### config.mk
export PLATFORM = sky130hd
export DESIGN_NAME = scpd_top
export DESIGN_NICKNAME = d
export VERILOG_FILES = /design/src/scpd_top.v /design/src/scpd_sync3.v
export VERILOG_INCLUDE_DIRS = /design/src
export SDC_FILE = /design/constraint.sdc
export NUM_CORES = 1
export LEC_CHECK = 0
export BUFFER_PORTS_ARGS = -buffer_cell sky130_fd_sc_hd__buf_2
export CAP_MARGIN = 25
export CORE_MARGIN = 3
export CORE_UTILIZATION = 41
export CTS_CLUSTER_SIZE = 12
export DETAILED_ROUTE_END_ITERATION = 8
export MAX_ROUTING_LAYER = met4
export PLACE_DENSITY = 0.66
export SYNTH_ARGS = -nofsm -noshare
export SYNTH_HDL_FRONTEND = slang
export SYNTH_SLANG_ARGS = --single-unit
### constraint.sdc
create_clock -name i_clk_sys -period 2 [get_ports i_clk_sys]
set_input_delay 0 -clock i_clk_sys [delete_from_list [all_inputs] [get_ports i_clk_sys]]
set_output_delay 0 -clock i_clk_sys [all_outputs]
set_load 0.02 [all_outputs]
### src/scpd_defs.vh
// Constants for the switch channel protection and diagnosis block
`ifndef SCPD_DEFS_VH
`define SCPD_DEFS_VH

`define SCPD_NCH          5
`define SCPD_FRAME_BITS   8
`define SCPD_CNT_W        4
`define SCPD_CNT_FULL     4'h8
`define SCPD_CNT_OLCLR    4'h2

// Command byte fields
`define SCPD_CMD_WR_BIT   7
`define SCPD_CMD_ADR_HI   6
`define SCPD_CMD_ADR_LO   5
`define SCPD_CMD_DAT_HI   4

// Register addresses
`define SCPD_ADR_SWITCH   2'h0
`define SCPD_ADR_HWCFG    2'h1
`define SCPD_ADR_SENSE    2'h2
`define SCPD_ADR_DIAG     2'h3

// hardware_config_reg fields
`define SCPD_HW_RST       4
`define SCPD_HW_BYPASS    2
`define SCPD_HW_PWM       1
`define SCPD_HW_CTL       0

// Sense select codes
`define SCPD_SENSE_OFF    3'h7
`define SCPD_SENSE_MAXCH  3'h4

// Reset values
`define SCPD_SWITCH_RST   5'h00
`define SCPD_SENSE_RST    3'h7

`endif

### src/scpd_top.v
// Channel control, thermal latch, error flags and serial register access
`timescale 1ns/1ps
`include "scpd_defs.vh"

// How it works
// - Each channel-on bit turns its channel off at 0, on at 1, and reads back as stored.
// - With the combine select at 0 a channel is requested on if its input pin or its on bit is high.
// - With the combine select at 1 a channel is requested on only while both its pin and on bit are high.
// - Writing 1 to the clear-thermal-latch bit clears every thermal latch, writing 0 leaves them alone.
// - An over-temperature indication forces its channel off through a latch kept until cleared.
// - Each channel error flag is latched until shifted out in a diagnosis word.
// - The thermal part of an error flag stays set until the clear command, not cleared by a diagnosis read.
// - Off channels report error 0; on channels report 1 for current limit, short to ground or overheat.
// - The bypass monitor bit reads 1 for a high drain-source voltage on the selected channel, else 0.
// - One selected channel's sense signal is routed to the sense pin, or the pin is disabled.
// - Each error flag is the OR of the thermal flag gated by the channel request and the latched over-load signal.
// - Latched over-load flags clear on the third serial clock rising edge of a diagnosis word.
module scpd_top #(
  parameter NCH = `SCPD_NCH
) (
  input  wire           i_clk_sys,
  input  wire           i_rst_b,
  input  wire           i_stage_rst_b,
  input  wire           i_sclk,
  input  wire           i_cs_b,
  input  wire           i_sdi,
  input  wire [NCH-1:0] i_in_pin,
  input  wire [NCH-1:0] i_over_temp,
  input  wire [NCH-1:0] i_over_load,
  input  wire [NCH-1:0] i_vds_high,
  output reg            o_sdo,
  output reg            o_sdo_oe_b,
  output reg  [NCH-1:0] o_gate_on,
  output reg            o_sense_en,
  output reg  [2:0]     o_sense_sel
);

  wire [3*NCH+2:0] raw_w;
  wire [3*NCH+2:0] syn_w;
  wire             sclk_s;
  wire             cs_b_s;
  wire             sdi_s;
  wire [NCH-1:0]   in_s;
  wire [NCH-1:0]   ot_s;
  wire [NCH-1:0]   ol_s;

  wire             cs_act_s;

  // Select travels inverted so the synchroniser's zero reset reads as deselected, not as a frame start
  assign raw_w = {i_sclk, ~i_cs_b, i_sdi, i_in_pin, i_over_temp, i_over_load};
  assign {sclk_s, cs_act_s, sdi_s, in_s, ot_s, ol_s} = syn_w;
  assign cs_b_s = ~cs_act_s;

  // The vds compare is a level read once per frame, so it gets its own stage chain
  wire [NCH-1:0] vds_s;

  scpd_sync3 #(.WIDTH(3*NCH+3)) u_sync_pins (
    .i_clk_sys (i_clk_sys),
    .i_rst_b   (i_rst_b),
    .i_async   (raw_w),
    .o_sync    (syn_w)
  );

  scpd_sync3 #(.WIDTH(NCH)) u_sync_vds (
    .i_clk_sys (i_clk_sys),
    .i_rst_b   (i_rst_b),
    .i_async   (i_vds_high),
    .o_sync    (vds_s)
  );

  reg  [NCH-1:0]           on_q;
  reg                      pwm_q;
  reg                      ctl_q;
  reg  [2:0]               sel_q;
  reg  [NCH-1:0]           ot_q;
  reg  [NCH-1:0]           ol_q;
  reg                      sclk_q;
  reg                      cs_b_q;
  reg  [`SCPD_FRAME_BITS-1:0] rx_q;
  reg  [`SCPD_FRAME_BITS-1:0] tx_q;
  reg  [`SCPD_CNT_W-1:0]   cnt_q;
  reg  [1:0]               rd_adr_q;
  reg                      diag_frame_q;
  reg                      soft_rst_q;

  wire sclk_rise = sclk_s & ~sclk_q;
  wire sclk_fall = ~sclk_s & sclk_q;
  wire cs_fall   = ~cs_b_s & cs_b_q;
  wire cs_rise   = cs_b_s & ~cs_b_q;
  wire frame_end = cs_rise & (cnt_q == `SCPD_CNT_FULL);

  wire                    cmd_wr  = rx_q[`SCPD_CMD_WR_BIT];
  wire [1:0]              cmd_adr = rx_q[`SCPD_CMD_ADR_HI:`SCPD_CMD_ADR_LO];
  wire [`SCPD_CMD_DAT_HI:0] cmd_dat = rx_q[`SCPD_CMD_DAT_HI:0];

  wire wr_switch = frame_end & cmd_wr & (cmd_adr == `SCPD_ADR_SWITCH);
  wire wr_hwcfg  = frame_end & cmd_wr & (cmd_adr == `SCPD_ADR_HWCFG);
  wire wr_sense  = frame_end & cmd_wr & (cmd_adr == `SCPD_ADR_SENSE);
  wire ctl_cmd   = wr_hwcfg & cmd_dat[`SCPD_HW_CTL];
  wire rst_cmd   = wr_hwcfg & cmd_dat[`SCPD_HW_RST];

  // Combined request per channel
  wire [NCH-1:0] req_w = pwm_q ? (in_s & on_q) : (in_s | on_q);
  wire [NCH-1:0] gate_w = req_w & ~ot_q;
  wire [NCH-1:0] err_w  = (ot_q & req_w) | ol_q;

  wire           sel_valid = (sel_q <= `SCPD_SENSE_MAXCH);
  // Shift rather than index so a rest code never reaches past the channel range
  wire [NCH-1:0] vds_sel_w = vds_s >> sel_q;
  wire           bypass_w  = sel_valid & vds_sel_w[0];

  reg  [`SCPD_FRAME_BITS-1:0] resp_w;

  always @* begin
    if (rd_adr_q == `SCPD_ADR_SWITCH) begin
      resp_w = {3'h0, on_q};
    end else if (rd_adr_q == `SCPD_ADR_HWCFG) begin
      resp_w = {5'h00, bypass_w, pwm_q, ctl_q};
    end else if (rd_adr_q == `SCPD_ADR_SENSE) begin
      resp_w = {5'h00, sel_q};
    end else begin
      resp_w = {3'h0, err_w};
    end
  end

  // Thermal latch lives on the power-stage reset so it survives a logic reset
  always @(posedge i_clk_sys) begin
    if (!i_stage_rst_b) begin
      ot_q <= {NCH{1'b0}};
    end else begin
      ot_q <= ot_s | (ot_q & {NCH{~ctl_cmd}});
    end
  end

  // Over-load part of the error flag; a new event wins over the read clear
  always @(posedge i_clk_sys) begin
    if (!i_rst_b || soft_rst_q) begin
      ol_q <= {NCH{1'b0}};
    end else begin
      if (diag_frame_q && sclk_rise && cnt_q == `SCPD_CNT_OLCLR) begin
        ol_q <= ol_s & gate_w;
      end else begin
        ol_q <= ol_q | (ol_s & gate_w);
      end
    end
  end

  // Register bank
  always @(posedge i_clk_sys) begin
    if (!i_rst_b || soft_rst_q) begin
      on_q  <= `SCPD_SWITCH_RST;
      pwm_q <= 1'b0;
      ctl_q <= 1'b0;
      sel_q <= `SCPD_SENSE_RST;
    end else begin
      if (wr_switch) begin
        on_q <= cmd_dat[NCH-1:0];
      end
      if (wr_hwcfg) begin
        pwm_q <= cmd_dat[`SCPD_HW_PWM];
        ctl_q <= cmd_dat[`SCPD_HW_CTL];
      end
      if (wr_sense) begin
        sel_q <= cmd_dat[2:0];
      end
    end
  end

  // Soft reset from the reset command takes effect one cycle after the frame
  always @(posedge i_clk_sys) begin
    if (!i_rst_b) begin
      soft_rst_q <= 1'b0;
    end else begin
      soft_rst_q <= rst_cmd;
    end
  end

  // Serial shifter: sample on rising SCLK, shift out on falling SCLK
  always @(posedge i_clk_sys) begin
    if (!i_rst_b) begin
      sclk_q       <= 1'b0;
      cs_b_q       <= 1'b1;
      rx_q         <= {`SCPD_FRAME_BITS{1'b0}};
      tx_q         <= {`SCPD_FRAME_BITS{1'b0}};
      cnt_q        <= {`SCPD_CNT_W{1'b0}};
      rd_adr_q     <= `SCPD_ADR_DIAG;
      diag_frame_q <= 1'b0;
      o_sdo        <= 1'b0;
      o_sdo_oe_b   <= 1'b1;
    end else begin
      sclk_q <= sclk_s;
      cs_b_q <= cs_b_s;
      if (cs_fall) begin
        tx_q         <= resp_w;
        o_sdo        <= resp_w[`SCPD_FRAME_BITS-1];
        o_sdo_oe_b   <= 1'b0;
        cnt_q        <= {`SCPD_CNT_W{1'b0}};
        diag_frame_q <= (rd_adr_q == `SCPD_ADR_DIAG);
      end else if (cs_b_s) begin
        o_sdo_oe_b   <= 1'b1;
        diag_frame_q <= 1'b0;
        if (frame_end) begin
          // A read names the register for the next frame; writes return to diagnosis
          rd_adr_q <= cmd_wr ? `SCPD_ADR_DIAG : cmd_adr;
        end
      end else begin
        if (sclk_rise && cnt_q != `SCPD_CNT_FULL) begin
          rx_q  <= {rx_q[`SCPD_FRAME_BITS-2:0], sdi_s};
          cnt_q <= cnt_q + 4'h1;
        end
        if (sclk_fall) begin
          tx_q  <= {tx_q[`SCPD_FRAME_BITS-2:0], 1'b0};
          o_sdo <= tx_q[`SCPD_FRAME_BITS-2];
        end
      end
      if (soft_rst_q) begin
        rd_adr_q <= `SCPD_ADR_DIAG;
      end
    end
  end

  // Gate and sense outputs; a rest code or an out-of-range code disables sense
  always @(posedge i_clk_sys) begin
    if (!i_rst_b) begin
      o_gate_on   <= {NCH{1'b0}};
      o_sense_en  <= 1'b0;
      o_sense_sel <= `SCPD_SENSE_RST;
    end else begin
      o_gate_on   <= gate_w;
      o_sense_en  <= sel_valid;
      o_sense_sel <= sel_q;
    end
  end

endmodule // scpd_top

### src/scpd_sync3.v
// Three-stage input synchroniser that updates once the last two stages agree
`timescale 1ns/1ps

module scpd_sync3 #(
  parameter WIDTH = 1
) (
  input  wire             i_clk_sys,
  input  wire             i_rst_b,
  input  wire [WIDTH-1:0] i_async,
  output reg  [WIDTH-1:0] o_sync
);

  reg [WIDTH-1:0] meta_q;
  reg [WIDTH-1:0] s2_q;
  reg [WIDTH-1:0] s3_q;
  integer         k;

  always @(posedge i_clk_sys) begin
    if (!i_rst_b) begin
      meta_q <= {WIDTH{1'b0}};
      s2_q   <= {WIDTH{1'b0}};
      s3_q   <= {WIDTH{1'b0}};
      o_sync <= {WIDTH{1'b0}};
    end else begin
      meta_q <= i_async;
      s2_q   <= meta_q;
      s3_q   <= s2_q;
      for (k = 0; k < WIDTH; k = k + 1) begin
        if (s2_q[k] == s3_q[k]) begin
          o_sync[k] <= s3_q[k];
        end
      end
    end
  end

endmodule // scpd_sync3

==> impl_metrics.csv, run 1 <==
group,metric,value,unit
run_status,outcome,"complete, no violations",
die,die_area,13800,sq um
synthesis,ys_top_cells_by_count,"dfxtp_1 (148), and2_1 (71), nand2_1 (35), o21ai_0 (29), nor2_1 (26)",
clocking,cts_tree,"yes",
pwr,p_leak,2.46,nW
layout,fin_nets,594,
clocking,cts_buffer_depth,2,
timing,worst_pin_slew,0.552,ns
pwr,ir_worst_vdd,0.421,mV
placement,dp_hpwl,6440,um
layout,area_growth,23.3,%
layout,register_area,2960,sq um
critical_path,cp.arrival,2.09,ns
timing,hold_violations,0,
synthesis,synth_enable_flop_cells,0,
synthesis,ys_top_cells_by_area,"dfxtp_1 (58%), and2_1 (8.7%), mux2i_1 (3.7%)",
synthesis,syn_area,5110,sq um
clocking,cts_sinks,148,
timing,max_clock_freq,551,MHz
synthesis,synth.distinct_cells,51,
clocking,clk-insertion-delay-late,0.41,ns
layout,drive_gt1_frac,0.142,
grt,grt_max_degree,60,
worst_hold_path,hold_start,"i_rst_b",
layout,nFillCells,1103,
worst_hold_path,hp-class,"input port to flop",
synthesis,yosysWarnings,0,
worst_hold_path,hold_end,"o_sense_sel[2]",
synthesis,synth_nets,525,
synthesis,synth_top_area_frac,0.579,
synthesis,ys_seq_area_frac,0.579,
timing,finalCriticalPeriod,1.81,ns
die,ios,37,
synthesis,synthCells,496,
clocking,numCtsBuffers,17,
grt,track_usage,0.152,
route,drt_iter0_drc,219,
die,num_rows,40,
route,viasPerCell,4.80,
route,routed-via-count,3583,
route,wire_per_inst,13.0,um
pwr,powerDensity,964,nW/um^2
critical_path,worstRegToRegCells,6,
grt,antenna_found_initial,0,
timing,rsz0062_at_grt,"no",
grt,grt_pass1_vias,3478,
grt,grt_pass1_wl,16500,um
timing,slew_viol_final,0,
timing,post-route-period-util,0.907,
die,core_area,12100,sq um
synthesis,syn_area_per_cell,10.3,sq um
critical_path,cp_slowest_stage_delay,0.39,ns
timing,setup_slack,0.186,ns
timing,setup_violations,0,
critical_path,cp_cell_sequence,"inv_1 -> ha_1 -> and3b_1 -> nand4b_1 -> mux2i_1 -> nor2_1",
die,die_w,118,um
critical_path,start_kind,"flop",
critical_path,end_kind,"flop",
synthesis,ys_async_sr_fraction,0,
clocking,htreeDepth,4,
clocking,root_buffer,"clkbuf_16",
placement,io_buffers,36,
route,drtAntennaViolNets,0,
layout,diodes,0,
synthesis,ys_seq_elements,148,
die,initial_core_util,0.422,
route,drc,0,
layout,multi_input_area,2030,sq um
synthesis,yosysTopAreaCell,"dfxtp_1",
timing,setup_tns,0,ns
grt,grt-ovfl-total,0,
critical_path,r2r-end,"on_q[0]",
critical_path,r2r_start,"cnt_q[0]",
placement,gp_congestion,0.844,
route,wl,9710,um
critical_path,rrSetupSlack,0.19,ns
critical_path,worstPathRequired,2.28,ns
flow_run,drv_cap,0,
clocking,path_clk_slew,0.06,ns
die,die_h,118,um
placement,dp_worst_setup_slack,0.109,ns
clocking,cts_resized,0,
route,detail_route.first_pass.iterations,4,
timing,finClkSkew,0.0101,ns
synthesis,synth_ff_type,"dfxtp_1",
critical_path,worst_path_max_delay_cell,"nand4b_1",
worst_hold_path,holdPathStages,2,
synthesis,synth_most_common_cell,"dfxtp_1",
critical_path,crit_type,"flop to flop",
timing,max_slew_margin,0.629,
critical_path,path_max_fanout,8,
==> critical path, delay by kind of cell, from the launching register on <==
kind	cells	cell delay, ns
flops	1	0.35
fa+ha+maj	1	0.17
buf+inv	1	0.10
mux	1	0.25
simple gates	3	0.82
==> per-stage QoR <==
| stage | std cells | hold WS, ns | area (sq um) | util | power, mW |
|---|---|---|---|---|---|
| 2_1_floorplan | 496 | 0.0716 | 5110 | - | 3.16 |
| 3_3_place_gp | 689 | 0.160 | 5490 | 0.454 | 3.21 |
| 3_5_place_dp | 689 | 0.162 | 5490 | 0.454 | 3.22 |
| 4_1_cts | 745 | 0.0129 | 6280 | 0.519 | 6.15 |
| 5_1_grt | 746 | 0.0423 | 6300 | 0.520 | 6.32 |
| 6_report | 746 | 0.00608 | 6300 | 0.520 | 6.08 |
==> state kept, by name, summed over array words and instances, names as in the netlist, 2 cells and up <==
name and count:
u_sync_pins.meta_q 18, u_sync_pins.o_sync 18, u_sync_pins.s2_q 18, u_sync_pins.s3_q 18
rx_q 8, tx_q 7, o_gate_on 5, ol_q 5
on_q 5, ot_q 5, u_sync_vds.meta_q 5, u_sync_vds.o_sync 5
u_sync_vds.s2_q 5, u_sync_vds.s3_q 5, cnt_q 4, o_sense_sel 3
sel_q 3, rd_adr_q 2
==> kinds of logic (layout without fill, tap and decap cells) <==
logic type               after synthesis  in the layout  synth area share
AND/OR/NAND/NOR                      193            193             0.210
flip-flops                           148            148             0.579
AO/OA/AOI/OAI                         95             95             0.124
buffers and inverters                 30            112            0.0245
multiplexers                          21             21            0.0438
adder cells (fa/ha/maj)                6              6            0.0132
XOR/XNOR                               3              3           0.00514
==> cell type report <==
type                    instances  share of cell area
inverters                      11             0.00655
clock inverters                15              0.0198
well taps                     168              0.0333
multi-input cells             318               0.321
repair buffers                 69              0.0814
flip-flops and latches        148               0.470
clock buffers                  17              0.0675
==> cells in the final DEF, fill, tap and decap left out, types with 7 or more instances in the layout <==
cell type / instances
a21boi_0: 23
a21oi_1: 9
and2_1: 71
buf_2: 36
buf_4: 7
clkbuf_16: 17
dfxtp_1: 148
dlygate4sd3_1: 24
inv_1: 11
mux2i_1: 19
nand2_1: 35
nand2b_1: 7
nand3_1: 7
nor2_1: 26
nor2b_1: 19
o21ai_0: 29
==> layer usage <==
metal,track usage,part of all wire
met4,0.0542,0.015
met1,0.179,0.43
met2,0.246,0.50
met5,-,0
met3,0.0490,0.050
==> power breakdown <==
group	switching, mW	internal, mW	leakage [nW]
sequential	0.0205	3.01	1.20
combinational	0.0629	0.0932	0.998
clock	1.28	1.62	0.259
total	1.36	4.71	2.46
==> timing repair <==
action                     in CTS  in global routing
hold endpoints to repair       28                  0
setup endpoints to repair       0                  6
buffers inserted                0                  1
hold buffers                   24                  0
==> how the worst max path moves through the flow <==
stage	startpoint	to	depth (start not counted)
after detailed placement	cnt_q[0]	rx_q[3]	6
after CTS	cnt_q[0]	rx_q[0]	6
after global placement	rd_adr_q[0]	tx_q[1]	3
final	cnt_q[0]	on_q[0]	6
after floorplan	cnt_q[0]	rx_q[0]	7
after global routing	cnt_q[0]	on_q[1]	6
Power figures use the tool's default switching activity.
==> run 2, diff against run 1 <==
- CORE_UTILIZATION: 41 -> 30
- CTS_CLUSTER_DIAMETER: default -> 100
- PLACE_DENSITY: 0.66 -> 0.53
==> impl_metrics.csv, run 2 (synthesis gave the netlist of run 1 again) <==
group,metric,value,unit
route,routed-via-count,3571,
layout,diodes,0,
critical_path,worstSetupPathDepth,6,
layout,layout_commonest_cell,"dfxtp_1",
critical_path,crit_buf_inv,1,
route,drc,0,
pwr,internal-power,5.21,mW
grt,track_usage,0.116,
critical_path,cp.arrival,2.09,ns
run_status,outcome,"complete, no violations",
critical_path,start_kind,"flop",
critical_path,crit_type,"flop to flop",
critical_path,cp_slowest_stage_delay,0.39,ns
timing,post-route-period-util,0.904,
timing,setup_tns,0,ns
die,ios,37,
grt,antenna_found_initial,0,
pwr,power.share.clock,0.509,
die,initial_core_util,0.307,
critical_path,path_max_fanout,8,
placement,dp_hpwl,6630,um
timing,setup_violations,0,
timing,hold_violations,0,
critical_path,cp_top_family,"simple AND/OR/NAND/NOR gates",
grt,grt_max_degree,92,
clocking,htreeDepth,4,
die,die_h,137,um
die,die_w,137,um
route,viasPerCell,4.44,
layout,nFillCells,1613,
worst_hold_path,holdPathStages,3,
timing,max_clock_freq,553,MHz
placement,gp_congestion,0.774,
timing,setup_slack,0.192,ns
pwr,pwr-share-comb,0.024,
pwr,switchingPower,1.27,mW
clocking,path_clk_slew,0.06,ns
timing,max_slew_margin,0.649,
die,die_area,18600,sq um
critical_path,end_kind,"flop",
clocking,root_buffer,"clkbuf_16",
route,wl,9710,um
placement,dp_worst_setup_slack,0.106,ns
timing,worst_pin_slew,0.526,ns
clocking,cts_resized,0,
timing,finClkSkew,0.00662,ns
pwr,p_leak,2.53,nW
timing,rsz0062_at_grt,"no",
pwr,swShare,0.196,
layout,drive_gt1_frac,0.151,
die,num_rows,47,
layout,area_growth,26.6,%
critical_path,cp_cell_sequence,"inv_1 -> ha_1 -> and3b_1 -> nand4b_1 -> mux2i_1 -> nor2_1",
layout,fin_nets,600,
die,core_area,16600,sq um
clocking,cts_sinks,148,
flow_run,drv_cap,0,
timing,finalCriticalPeriod,1.81,ns
route,wire_per_inst,12.1,um
timing,slew_viol_final,0,
grt,grt_pass1_wl,16300,um
pwr,seqPwrFrac,0.467,
pwr,ir_worst_vdd,0.555,mV
placement,io_buffers,36,
layout,layout_common_cells,"dfxtp_1 (148), and2_1 (71), buf_2 (36)",
worst_hold_path,hp-class,"input port to flop",
pwr,powerDensity,1000,nW/um^2
grt,grt_pass1_vias,3421,
clocking,clk-insertion-delay-late,0.41,ns
clocking,numCtsBuffers,17,
clocking,cts_tree,"yes",
clocking,cts_buffer_depth,2,
route,drtAntennaViolNets,0,
critical_path,worstPathRequired,2.29,ns
route,drt_iter0_drc,152,
critical_path,worst_path_max_delay_cell,"nand4b_1",
grt,grt-ovfl-total,0,
critical_path,worstRegToRegCells,6,
route,detail_route.first_pass.iterations,4,
==> run 2: changes by cell type in the layout (fill, tap and decap cells not counted), sizes merged <==
cell and change:
clkinvlp -1, buf +6, bufinv +4, inv -6, clkbuf +1, clkinv +2
==> run 2: routing by layer <==
layer,up-vias,track usage,wire (um)
li1,1838,-,-
met1,1678,0.135,4470
met2,49,0.183,4770
met3,6,0.0375,323
met4,0,0.0515,139
met5,-,-,0
==> run 2: area by class of cell <==
cell class	instances	area, sq um	share of cell area
Clock inverter	14	185	0.0286
Inverter	11	41.3	0.00638
Multi-Input combinational cell	318	2030	0.313
Tap cell	220	275	0.0425
Timing Repair Buffer	75	546	0.0843
Sequential cell	148	2960	0.458
Clock buffer	18	439	0.0678
==> run 2: final timing paths <==
path | startpoint | to | slack (ns)
worst max register to register | cnt_q[0] | on_q[1] | 0.19
worst max-delay path | cnt_q[0] | on_q[1] | 0.19
worst min-delay path | i_rst_b | sel_q[1] | 0.06
worst min register to register | u_sync_vds.meta_q[4] | u_sync_vds.s2_q[4] | 0.43
==> run 2: worst min-delay path, cell delays in order <==
cell,delay (ns)
buf_2,0.14
nor2b_1,0.22
nand2_1,0.08
==> run 2: power groups by stage <==
| stage | combinational, mW | sequential (mW) | clock, mW |
|---|---|---|---|
| 3_3_place_gp | 0.118 | 3.09 | 0 |
| 3_5_place_dp | 0.122 | 3.09 | 0 |
| 6_report | 0.154 | 3.03 | 3.30 |
| 4_1_cts | 0.158 | 3.03 | 3.39 |
| 2_1_floorplan | 0.0768 | 3.09 | 0 |
| 5_1_grt | 0.175 | 3.03 | 3.51 |
==> run 2: timing repair <==
action / in CTS / in global routing
hold endpoints to repair: 28 / 0
endpoints found under the setup margin: 0 / 8
hold buffers: 24 / 0
buffers inserted: 0 / 3
==> run 2: through the flow <==
| stage | instance area, sq um | util | total power, mW | instances | hold WS, ns |
|---|---|---|---|---|---|
| 2_1_floorplan | 5110 | - | 3.16 | 496 | 0.0716 |
| 3_3_place_gp | 5590 | 0.336 | 3.21 | 745 | 0.163 |
| 3_5_place_dp | 5590 | 0.336 | 3.21 | 745 | 0.173 |
| 4_1_cts | 6450 | 0.388 | 6.58 | 801 | 0.0525 |
| 5_1_grt | 6470 | 0.389 | 6.72 | 804 | 0.0756 |
| 6_report | 6470 | 0.389 | 6.48 | 804 | 0.0592 |
